==> src/operand_field_decode_defs.vh <==
// constants for the operand field decode stage
`ifndef OPERAND_FIELD_DECODE_DEFS_VH
`define OPERAND_FIELD_DECODE_DEFS_VH

// operand interpretation mode codes
`define OFD_MODE_W        4
`define OFD_MODE_DIRECT   4'h0
`define OFD_MODE_EXTENDED 4'h1
`define OFD_MODE_IMM8     4'h2
`define OFD_MODE_IMM16    4'h3
`define OFD_MODE_BITMASK  4'h4
`define OFD_MODE_REL8     4'h5
`define OFD_MODE_REL16    4'h6
`define OFD_MODE_LOOP9    4'h7
`define OFD_MODE_TRAP     4'h8
`define OFD_MODE_CALL     4'h9
`define OFD_MODE_IDX5     4'hA
`define OFD_MODE_IDX9     4'hB
`define OFD_MODE_IDX16    4'hC
`define OFD_MODE_IDXACC   4'hD
`define OFD_MODE_IDXAUTO  4'hE

// index base register select
`define OFD_BASE_X  2'h0
`define OFD_BASE_Y  2'h1
`define OFD_BASE_SP 2'h2
`define OFD_BASE_PC 2'h3

// accumulator offset select
`define OFD_ACC_A 2'h0
`define OFD_ACC_B 2'h1
`define OFD_ACC_D 2'h2

// valid trap number ranges
`define OFD_TRAP_LO1 8'h30
`define OFD_TRAP_HI1 8'h39
`define OFD_TRAP_LO2 8'h40

// reset values
`define OFD_RST_WORD 16'h0000
`define OFD_RST_BYTE 8'h00

// memory expansion page width accepted by the core
`define OFD_PAGE_BITS 8

`endif

==> src/ofd_wrap_adder.v <==
// 16-bit address adder that wraps modulo 65536
`timescale 1ns/100ps

module ofd_wrap_adder (
	input  wire [15:0] BASE_IN,
	input  wire [15:0] OFFSET_IN,
	output wire [15:0] SUM_OUT
);

	wire [16:0] full_sum;

	// carry out is discarded: no overflow indication
	assign full_sum = {1'b0, BASE_IN} + {1'b0, OFFSET_IN};
	assign SUM_OUT  = full_sum[15:0];

endmodule // ofd_wrap_adder

==> src/operand_field_decode.v <==
// operand field decode stage: addresses, immediates, masks, offsets, traps, pages
`timescale 1ns/100ps
`include "operand_field_decode_defs.vh"

module operand_field_decode #(
	parameter PAGE_BITS = `OFD_PAGE_BITS
) (
	input  wire        CORE_CLK_IN,
	input  wire        SRST_IN,
	input  wire        OP_VALID_IN,
	input  wire [3:0]  MODE_IN,
	input  wire [7:0]  BYTE0_IN,
	input  wire [7:0]  BYTE1_IN,
	input  wire [7:0]  BYTE2_IN,
	input  wire        SIGN_BIT_IN,
	input  wire [4:0]  OFFSET5_IN,
	input  wire [1:0]  BASE_SEL_IN,
	input  wire [1:0]  ACC_SEL_IN,
	input  wire [2:0]  AUTO_STEP_IN,
	input  wire        AUTO_DEC_IN,
	input  wire        AUTO_PRE_IN,
	input  wire        BIT_SET_IN,
	input  wire [7:0]  OPERAND_IN,
	input  wire [15:0] NEXT_PC_IN,
	input  wire [15:0] INDEX_X_IN,
	input  wire [15:0] INDEX_Y_IN,
	input  wire [15:0] STACK_PTR_IN,
	input  wire [7:0]  ACC_A_IN,
	input  wire [7:0]  ACC_B_IN,
	output wire [15:0] EFF_ADDR_OUT,
	output wire [15:0] DATA_OUT,
	output wire [15:0] TARGET_OUT,
	output wire [15:0] INDEX_WB_OUT,
	output wire [1:0]  INDEX_WB_SEL_OUT,
	output wire        INDEX_WB_EN_OUT,
	output wire [7:0]  TRAP_NUM_OUT,
	output wire [7:0]  PAGE_OUT,
	output wire        DONE_OUT,
	output wire        FAULT_OUT
);

	// sign-extend a 9-bit offset given as sign bit and low byte
	function [15:0] sext9;
		input       sign;
		input [7:0] low;
		begin
			sext9 = {{8{sign}}, low};
		end
	endfunction

	// sign-extend a 5-bit offset
	function [15:0] sext5;
		input [4:0] off;
		begin
			sext5 = {{11{off[4]}}, off};
		end
	endfunction

	// join a high-order byte and a low-order byte
	function [15:0] join16;
		input [7:0] hi;
		input [7:0] lo;
		begin
			join16 = {hi, lo};
		end
	endfunction

	// trap number range check
	function trap_ok;
		input [7:0] num;
		begin
			trap_ok = ((num >= `OFD_TRAP_LO1) && (num <= `OFD_TRAP_HI1)) ||
				(num >= `OFD_TRAP_LO2);
		end
	endfunction

	localparam [7:0] PAGE_MASK = 8'hFF >> (8 - PAGE_BITS);

	reg  [15:0] eff_addr_reg;
	reg  [15:0] eff_addr_next;
	reg  [15:0] data_reg;
	reg  [15:0] data_next;
	reg  [15:0] target_reg;
	reg  [15:0] target_next;
	reg  [15:0] index_wb_reg;
	reg  [15:0] index_wb_next;
	reg  [1:0]  index_wb_sel_reg;
	reg  [1:0]  index_wb_sel_next;
	reg         index_wb_en_reg;
	reg         index_wb_en_next;
	reg  [7:0]  trap_num_reg;
	reg  [7:0]  trap_num_next;
	reg  [7:0]  page_reg;
	reg  [7:0]  page_next;
	reg         done_reg;
	reg         fault_reg;
	reg         fault_next;

	reg  [15:0] base_value;
	reg  [15:0] acc_value;
	reg  [15:0] add_base;
	reg  [15:0] add_offset;
	reg  [15:0] auto_step;
	wire [15:0] add_sum;

	// base register select; PC reads as address after the instruction
	always @* begin
		case (BASE_SEL_IN)
			`OFD_BASE_X:  base_value = INDEX_X_IN;
			`OFD_BASE_Y:  base_value = INDEX_Y_IN;
			`OFD_BASE_SP: base_value = STACK_PTR_IN;
			default:      base_value = NEXT_PC_IN;
		endcase
	end

	// accumulator offset select, A and B taken as unsigned
	always @* begin
		case (ACC_SEL_IN)
			`OFD_ACC_A: acc_value = {8'h00, ACC_A_IN};
			`OFD_ACC_B: acc_value = {8'h00, ACC_B_IN};
			default:    acc_value = join16(ACC_A_IN, ACC_B_IN);
		endcase
	end

	// step of 1..8 coded as 0..7, negated for decrement
	always @* begin
		auto_step = {13'h0000, AUTO_STEP_IN} + 16'h0001;
		if (AUTO_DEC_IN) begin
			auto_step = (~auto_step) + 16'h0001;
		end
	end

	// operand pair for the one shared address adder
	always @* begin
		add_base   = base_value;
		add_offset = 16'h0000;
		case (MODE_IN)
			`OFD_MODE_REL8: begin
				add_base   = NEXT_PC_IN;
				add_offset = sext9(BYTE0_IN[7], BYTE0_IN);
			end
			`OFD_MODE_REL16: begin
				add_base   = NEXT_PC_IN;
				add_offset = join16(BYTE0_IN, BYTE1_IN);
			end
			`OFD_MODE_LOOP9: begin
				add_base   = NEXT_PC_IN;
				add_offset = sext9(SIGN_BIT_IN, BYTE0_IN);
			end
			`OFD_MODE_IDX5: begin
				add_offset = sext5(OFFSET5_IN);
			end
			`OFD_MODE_IDX9: begin
				add_offset = sext9(SIGN_BIT_IN, BYTE0_IN);
			end
			`OFD_MODE_IDX16: begin
				// same result whether read as signed or unsigned
				add_offset = join16(BYTE0_IN, BYTE1_IN);
			end
			`OFD_MODE_IDXACC: begin
				add_offset = acc_value;
			end
			`OFD_MODE_IDXAUTO: begin
				add_offset = auto_step;
			end
			default: begin
				add_offset = 16'h0000;
			end
		endcase
	end

	ofd_wrap_adder u_adder (
		.BASE_IN   (add_base),
		.OFFSET_IN (add_offset),
		.SUM_OUT   (add_sum)
	);

	// decode of the operand bytes per mode; payloads hold when not decoding
	always @* begin
		eff_addr_next     = eff_addr_reg;
		data_next         = data_reg;
		target_next       = target_reg;
		index_wb_next     = index_wb_reg;
		index_wb_sel_next = index_wb_sel_reg;
		index_wb_en_next  = 1'b0;
		trap_num_next     = trap_num_reg;
		page_next         = page_reg;
		fault_next        = 1'b0;
		if (OP_VALID_IN) begin
			case (MODE_IN)
				`OFD_MODE_DIRECT: begin
					eff_addr_next = join16(8'h00, BYTE0_IN);
				end
				`OFD_MODE_EXTENDED: begin
					eff_addr_next = join16(BYTE0_IN, BYTE1_IN);
				end
				`OFD_MODE_IMM8: begin
					data_next = join16(8'h00, BYTE0_IN);
				end
				`OFD_MODE_IMM16: begin
					data_next = join16(BYTE0_IN, BYTE1_IN);
				end
				`OFD_MODE_BITMASK: begin
					if (BIT_SET_IN) begin
						data_next = join16(8'h00, OPERAND_IN | BYTE0_IN);
					end else begin
						data_next = join16(8'h00, OPERAND_IN & ~BYTE0_IN);
					end
				end
				`OFD_MODE_REL8, `OFD_MODE_REL16, `OFD_MODE_LOOP9: begin
					target_next = add_sum;
				end
				`OFD_MODE_TRAP: begin
					trap_num_next = BYTE0_IN;
					fault_next    = ~trap_ok(BYTE0_IN);
				end
				`OFD_MODE_CALL: begin
					eff_addr_next = join16(BYTE0_IN, BYTE1_IN);
					page_next     = BYTE2_IN & PAGE_MASK;
				end
				`OFD_MODE_IDX5, `OFD_MODE_IDX9, `OFD_MODE_IDX16: begin
					eff_addr_next = add_sum;
				end
				`OFD_MODE_IDXACC: begin
					if (ACC_SEL_IN == 2'h3) begin
						fault_next = 1'b1;
					end else begin
						eff_addr_next = add_sum;
					end
				end
				`OFD_MODE_IDXAUTO: begin
					// the program counter cannot be auto-stepped
					if (BASE_SEL_IN == `OFD_BASE_PC) begin
						fault_next = 1'b1;
					end else begin
						index_wb_next     = add_sum;
						index_wb_sel_next = BASE_SEL_IN;
						index_wb_en_next  = 1'b1;
						eff_addr_next     = AUTO_PRE_IN ? add_sum : base_value;
					end
				end
				default: begin
					fault_next = 1'b1;
				end
			endcase
		end
	end

	always @(posedge CORE_CLK_IN) begin
		if (SRST_IN) begin
			eff_addr_reg     <= `OFD_RST_WORD;
			data_reg         <= `OFD_RST_WORD;
			target_reg       <= `OFD_RST_WORD;
			index_wb_reg     <= `OFD_RST_WORD;
			index_wb_sel_reg <= 2'h0;
			index_wb_en_reg  <= 1'b0;
			trap_num_reg     <= `OFD_RST_BYTE;
			page_reg         <= `OFD_RST_BYTE;
			done_reg         <= 1'b0;
			fault_reg        <= 1'b0;
		end else begin
			eff_addr_reg     <= eff_addr_next;
			data_reg         <= data_next;
			target_reg       <= target_next;
			index_wb_reg     <= index_wb_next;
			index_wb_sel_reg <= index_wb_sel_next;
			index_wb_en_reg  <= index_wb_en_next;
			trap_num_reg     <= trap_num_next;
			page_reg         <= page_next;
			done_reg         <= OP_VALID_IN;
			fault_reg        <= fault_next;
		end
	end

	assign EFF_ADDR_OUT     = eff_addr_reg;
	assign DATA_OUT         = data_reg;
	assign TARGET_OUT       = target_reg;
	assign INDEX_WB_OUT     = index_wb_reg;
	assign INDEX_WB_SEL_OUT = index_wb_sel_reg;
	assign INDEX_WB_EN_OUT  = index_wb_en_reg;
	assign TRAP_NUM_OUT     = trap_num_reg;
	assign PAGE_OUT         = page_reg;
	assign DONE_OUT         = done_reg;
	assign FAULT_OUT        = fault_reg;

endmodule // operand_field_decode

==> config.mk <==
export PLATFORM = sky130hd
export DESIGN_NAME = operand_field_decode
export DESIGN_NICKNAME = d
export VERILOG_FILES = /design/src/ofd_wrap_adder.v /design/src/operand_field_decode.v
export VERILOG_INCLUDE_DIRS = /design/src
export SDC_FILE = /design/constraint.sdc
export NUM_CORES = 1
export LEC_CHECK = 0
export ABC_CLOCK_PERIOD_IN_PS = 3950
export BUFFER_PORTS_ARGS = -buffer_cell sky130_fd_sc_hd__buf_4
export CAP_MARGIN = 20
export CORE_AREA = 2 2 155 157
export CTS_BUF_LIST = sky130_fd_sc_hd__clkbuf_8 sky130_fd_sc_hd__clkbuf_16
export CTS_CLUSTER_SIZE = 10
export DETAILED_ROUTE_END_ITERATION = 10
export DIE_AREA = 0 0 157 159
export HOLD_SLACK_MARGIN = 0.12
export PLACE_DENSITY = 0.57
export SYNTH_ARGS = -nofsm -noshare
export SYNTH_HDL_FRONTEND = slang
export SYNTH_SLANG_ARGS = --single-unit
==> constraint.sdc <==
create_clock -name CORE_CLK_IN -period 3.95 [get_ports CORE_CLK_IN]
set_input_delay 0.79 -clock CORE_CLK_IN [delete_from_list [all_inputs] [get_ports CORE_CLK_IN]]
set_output_delay 0.79 -clock CORE_CLK_IN [all_outputs]
set_load 0.03 [all_outputs]
# Word level (Yosys, flattened, before mapping)

Index checks and enable logic that the tools add are counted.

Logic and storage cells: 81
Input bits: 135
Bits in registers: 85
Output and inout bits: 85

Magnitude comparators: 3
Multiplexer cells: 15
Reductions and logical operators: 21
Bitwise operators: 8
Equal/unequal tests: 21
Add/sub/neg operators: 3

Operators by type and width:

| cell                                                                  | count |
|---|---|
| 16-bit case mux with 3 select lines                                   | 2 |
| 16-bit case mux with 6 select lines                                   | 1 |
| 16-bit two-way mux                                                    | 5 |
| 16-bit case mux with 5 select lines                                   | 1 |
| 16-bit case mux with 2 select lines                                   | 1 |
| 4-bit == test, second input constant                                  | 7 |
| 16-bit by 1-bit adder with 16-bit output, second input constant       | 1 |
| 16-bit adder                                                          | 1 |
| 4-bit by 3-bit == test with 1-bit output, second input constant       | 4 |
| 4-bit inverter with 16-bit output                                     | 1 |
| 12-bit OR reduction                                                   | 1 |
| 3-bit OR reduction                                                    | 3 |
| 8-bit bitwise AND                                                     | 1 |
| 4-bit by 2-bit == test with 1-bit output, second input constant       | 2 |
| 8-bit by 6-bit >= comparator with 1-bit output, second input constant | 1 |
| 8-bit by 7-bit >= comparator with 1-bit output, second input constant | 1 |
| 8-bit by 6-bit <= comparator with 1-bit output, second input constant | 1 |
| 8-bit two-way mux                                                     | 1 |
| 8-bit inverter                                                        | 1 |
| 8-bit bitwise OR                                                      | 1 |
| 2-bit AND reduction                                                   | 4 |
| 2-bit OR reduction                                                    | 4 |
| 2-bit == test, second input constant                                  | 3 |
| 5-bit nonzero test                                                    | 1 |
| 14 further kinds                                                      | 22 |

# Longest topological paths before layout

Word-level depth: 9
Mapped depth: 16
Gate-level depth less buffers: 16

# By module

A second synthesis with hierarchy kept.

Cells, all modules: 682
Area, all modules: 5,813.1 sq um

Modules (own cells, without submodules):

| module               | times used | cells an instance | sequential area each (sq um) | area an instance (sq um) |
|---|---|---|---|---|
| operand_field_decode | 1          | 584               | 1,701.6                      | 5,088.6 |
| ofd_wrap_adder       | 1          | 98                | 0.0                          | 724.4 |

# Worst setup path before layout

No wires, ideal clock.

Path kind: input to register
Start: input port BASE_SEL_IN[0]
End: register eff_addr_reg[10], in the netlist EFF_ADDR_OUT[10]
Arrival time: 3.650 ns
Path buffers: 1
Slack: 0.215 ns
Stages: 12
Library setup time: 0.086 ns
Path through: buf_2 mux4_2 mux2_2 ha_1 fa_1 a21oi_1 o21ai_1 a211oi_1 nor2_1 a211oi_1 nand2_1 a211oi_1

Longest elaborated chain between the ends: 7

RTL lines:

| item                                  | line                       | text |
|---|---|---|
| start: declaration                    | operand_field_decode.v:17  | `input wire [1:0] BASE_SEL_IN,` |
| 2-bit == test (tied with other cells) | operand_field_decode.v:108 | `case (BASE_SEL_IN)` |
| 16-bit case mux with 3 select lines   | operand_field_decode.v:108 |  |
| 16-bit two-way mux                    | operand_field_decode.v:137 | `case (MODE_IN)` |
| 16-bit adder                          | ofd_wrap_adder.v:13        | `assign full_sum = {1'b0, BASE_IN} + {1'b0, OFFSET_IN};` |
| 16-bit two-way mux                    | operand_field_decode.v:239 | `eff_addr_next = AUTO_PRE_IN ? add_sum : base_value;` |
| 16-bit two-way mux                    | operand_field_decode.v:233 | `` if (BASE_SEL_IN == `OFD_BASE_PC) begin `` |
| 16-bit case mux with 5 select lines   | operand_field_decode.v:190 | `case (MODE_IN)` |
| end signal: assignment                | operand_field_decode.v:251 | `` eff_addr_reg <= `OFD_RST_WORD; `` |
| end signal: assignment                | operand_field_decode.v:262 | `eff_addr_reg <= eff_addr_next;` |
| end: declaration                      | operand_field_decode.v:79  | `reg [15:0] eff_addr_reg;` |

Several ways; a longest one is shown, not always the timed one. The select of a mux whose other input is x is not followed.
A chain may end at the register's enable or synchronous reset.

# Worst setup path after layout

Start: input port AUTO_STEP_IN[0]
End: register target_reg[14], in the netlist TARGET_OUT[14]

Longest elaborated chain between the ends: 6

RTL lines:

| item                                       | line                       | text |
|---|---|---|
| start: declaration                         | operand_field_decode.v:19  | `input wire [2:0] AUTO_STEP_IN,` |
| 3-bit by 1-bit adder with 4-bit output (*) | operand_field_decode.v:127 | `auto_step = {13'h0000, AUTO_STEP_IN} + 16'h0001;` |
| 4-bit inverter with 16-bit output          | operand_field_decode.v:129 | `auto_step = (~auto_step) + 16'h0001;` |
| 16-bit by 1-bit adder with 16-bit output   | operand_field_decode.v:129 |  |
| 16-bit two-way mux (*)                     | operand_field_decode.v:128 | `if (AUTO_DEC_IN) begin` |
| 16-bit case mux with 6 select lines (*)    | operand_field_decode.v:137 |  |
| 16-bit adder (*)                           | ofd_wrap_adder.v:13        |  |
| end signal: assignment                     | operand_field_decode.v:253 | `` target_reg <= `OFD_RST_WORD; `` |
| end signal: assignment                     | operand_field_decode.v:264 | `target_reg <= target_next;` |
| end: declaration                           | operand_field_decode.v:83  | `reg [15:0] target_reg;` |

Every way passes the cells marked *; elsewhere a longest branch is shown, timed or not.

==> flow_summary_export.csv <==
group,metric,value,unit
run_status,status,"completed",
clocking,path_clk_slew,70,ps
floorplanning,dieArea,0.0250,mm^2
sta,fin_crit,3740,ps
setup_path,r2r_end,"EFF_ADDR_OUT[13]$_SDFFE_PP0P_",
sta,period_share,94.8,%
synthesis,synthAdderAreaFrac,4.07,%
finish,syn_to_final_growth,47.0,%
synthesis,yosysWarningCount,0,
setup_path,rrSetupSlack,3000,ps
clocking,cts_max_level,3,
drt,wl,24200,um
drt,drt_iter0_markers,553,
global_routing,grt_pass1_vias,6063,
setup_path,end_kind,"register",
pwr,p_leak,3.62,nW
global_routing,grt_max_degree,39,
synthesis,synth_compound_area_share,24.1,%
synthesis,syn_nets,840,
finish,nNetsFinal,1099,
floorplanning,die_w,157,um
setup_path,max_stage_delay,490,ps
drt,via_count,6285,
hold_path,hold_end,"DATA_OUT[10]$_SDFFE_PP0P_",
sta,skew,0,ps
sta,tightestPinTransition,839,ps
synthesis,synth_edf_count,0,
floorplanning,die_h,159,um
synthesis,syn-cell-area,0.00571,mm^2
finish,fin_util,36.2,%
setup_path,crit_fanout,3,
setup_path,r2r-start,"EFF_ADDR_OUT[13]$_SDFFE_PP0P_",
floorplanning,io_pins,220,
hold_path,holdCritPathClass,"reg -> reg",
drt,detail_route.vias_per_cell,4.95,
setup_path,cp-start-kind,"input pin",
synthesis,synth_cell_type_count,75,
synthesis,synth_ff_type,"dfxtp_1",
setup_path,cp_cell_sequence,"buf_4 -> ha_1 -> xor2_1 -> nor3b_2 -> ha_1 -> nand2_1 -> o21ai_0 -> a221oi_1 -> o21ai_1 -> ha_1 -> nand2_1 -> o21ai_1 -> a211oi_2 -> or4_1 -> o21ai_0 -> o21ai_0 -> a21oi_1",
finish,n_antenna_cell,0,
synthesis,synth_async_sr_flop_share,0,%
sta,hold_viol,0,
setup_path,ff2ff_path_depth,2,
setup_path,arrival,4020,ps
sta,max_freq,0.267,GHz
pwr,power_per_cell_area,327,mW/mm^2
synthesis,synth_top_family_by_area,"compound AO/OA/AOI/OAI gates",
hold_path,min-delay-start,"DATA_OUT[10]$_SDFFE_PP0P_",
setup_path,path_buf_inv,1,
drt,firstDrtPassIters,6,
clocking,numCtsBuffers,9,
pwr,total_power,2.75,mW
drt,detail_route.wl_per_cell,19.1,um
synthesis,netlist_instances,687,
drt,drc,0,
sta,holdWs,454,ps
run,maxCapViolCount,0,
placement,dp_cells,1253,
placement,place.gp.congestion,0.908,
sta,slew_headroom,44.0,%
sta,slew_viol_final,0,
finish,drive_above_1_share,39.9,%
global_routing,grt.total_usage,19.1,%
synthesis,ys_seq_area_share,29.8,%
setup_path,critical_path_required,4230,ps
synthesis,synthSimpleGateAreaFrac,19.9,%
clocking,cts_tree,"yes",
hold_path,holdPathStages,2,
drt,ant_nets,0,
floorplanning,start_util,24.6,%
placement,dp_hpwl,19500,um
floorplanning,core_region_area,0.0232,mm^2
synthesis,ys_seq_elements,85,
synthesis,muxShareOfSynthArea,13.7,%
clocking,ctsRootBufferMaster,"clkbuf_16",
global_routing,grt_pass1_wl,36200,um
clocking,cts_buffer_depth,2,
synthesis,syn-mean-instance-area,8.32,um^2
clocking,ctsHoldBuffers,0,
setup_path,cpMaxStageDelayCell,"or4_1",
sta,setup_viol_count_final,0,
global_routing,antenna_found_initial,0,
placement,io_buffers,219,
floorplanning,rows,56,
setup_path,cpLargestDelayFamily,"compound AO/OA/AOI/OAI gates",
synthesis,synth-xor-area-share,2.74,%
pwr,vdd_drop_max,0.148,mV
clocking,cts_sinks,85,
sta,rsz0062_at_grt,"no",
setup_path,worstSetupPathType,"in -> reg",
finish,stdcell_count,1270,
global_routing,overflow,0,
clocking,clk_latency,340,ps
==> layer usage <==
metal / GRT usage [%] / part of all wire [%] / vias to the layer above
li1: - / - / 3045
met1: 26.3 / 45 / 2962
met2: 30.1 / 46 / 251
met3: 3.40 / 7.1 / 27
met4: 6.30 / 2.8 / 0
met5: 0 / 0 / -
==> area by class of cell <==
| class | count | area (um^2) |
|---|---|---|
| Clock buffer | 9 | 225 |
| Clock inverter | 7 | 62.6 |
| Fill cell | 2441 | 14800 |
| Inverter | 10 | 37.5 |
| Multi-Input combinational cell | 539 | 3720 |
| Sequential cell | 85 | 1700 |
| Tap cell | 319 | 399 |
| Timing Repair Buffer | 301 | 2260 |
==> placed cells by master (no fill, tap or decap), types with 4 or more instances in the layout <==
cell type  Yosys  routed
buf_4          3     301
a21oi_1       90      89
dfxtp_1       85      85
nand2_1       76      76
nor2_1        72      72
o21ai_0       34      33
nand3_1       24      24
mux2i_1       24      24
nor3_1        19      18
ha_1          17      17
mux4_2        16      16
mux2_2        16      16
a211oi_1      18      16
a22oi_1       13      13
xnor2_1       11      10
inv_1          9       9
clkbuf_16      0       9
a221o_1        7       7
o22ai_1        7       7
a21o_1         6       6
a222oi_1       6       6
and3_1         5       5
xor2_1         5       5
o21ai_1        4       5
nor2b_1        4       4
a221oi_1       4       4
a211oi_2       2       4
inv_6          0       4
==> synth_stat cells, types with 16 or more instances <==
cell | number | area (um^2)
o21ai_0 | 34 | 170
mux2_2 | 16 | 180
nand2_1 | 76 | 285
buf_2 | 17 | 85.1
mux4_2 | 16 | 360
a21oi_1 | 90 | 450
clkbuf_1 | 23 | 86.3
nor2_1 | 72 | 270
ha_1 | 17 | 213
a211oi_1 | 18 | 135
nor3_1 | 19 | 95.1
nand3_1 | 24 | 120
mux2i_1 | 24 | 240
dfxtp_1 | 85 | 1700
==> worst max-delay path by stage <==
stage,cells after the start,slack (ps),to,startpoint
after floorplan,12,210,EFF_ADDR_OUT[10]$_SDFFE_PP0P_,BASE_SEL_IN[0]
after detailed placement,17,-340,TARGET_OUT[15]$_SDFFE_PP0P_,AUTO_STEP_IN[0]
final,17,210,TARGET_OUT[14]$_SDFFE_PP0P_,AUTO_STEP_IN[0]
after global placement,18,-250,TARGET_OUT[10]$_SDFFE_PP0P_,AUTO_STEP_IN[0]
after CTS,17,10,TARGET_OUT[15]$_SDFFE_PP0P_,AUTO_STEP_IN[0]
after global routing,17,20,TARGET_OUT[14]$_SDFFE_PP0P_,AUTO_STEP_IN[0]
==> sequential cells by signal, indices dropped and copies added, names as in the netlist <==
| name | cells |
|---|---|
| DATA_OUT | 16 |
| EFF_ADDR_OUT | 16 |
| INDEX_WB_SEL_OUT | 2 |
| TARGET_OUT | 16 |
| INDEX_WB_OUT | 16 |
| TRAP_NUM_OUT | 8 |
| DONE_OUT | 1 |
| FAULT_OUT | 1 |
| PAGE_OUT | 8 |
| INDEX_WB_EN_OUT | 1 |
==> kinds of logic after synthesis <==
kind of cell | Yosys count
compound gates | 216
xor+xnor | 17
fa+ha+maj | 18
buf+inv | 63
flops | 85
mux | 56
simple gates | 232
==> report_power, final <==
part	internal [mW]	switching [mW]	total [mW]
sequential	0.889	0.0210	0.910
combinational	0.462	0.540	1.00
clock	0.441	0.397	0.838
total	1.79	0.957	2.75
==> worst min-delay path, stage by stage, from the launching register on <==
cell     delay [ps]
dfxtp_1         310
nand2_1          50
a21oi_1          50
==> metrics by stage <==
step | instance area (um^2) | setup WS [ps] | TNS, ps
2_1_floorplan | 5710 | 215 | 0
3_3_place_gp | 8080 | -254 | -4210
3_5_place_dp | 8080 | -341 | -5740
4_1_cts | 8360 | 11.1 | 0
5_1_grt | 8400 | 19.1 | 0
6_report | 8400 | 207 | 0
==> repair_timing <==
action / in CTS / in global routing
setup endpoints to repair: 0 / 27
buffers inserted: 0 / 1
resized for setup: 0 / 7
hold endpoints to repair: 0 / 0
Power figures use the tool's default switching activity.
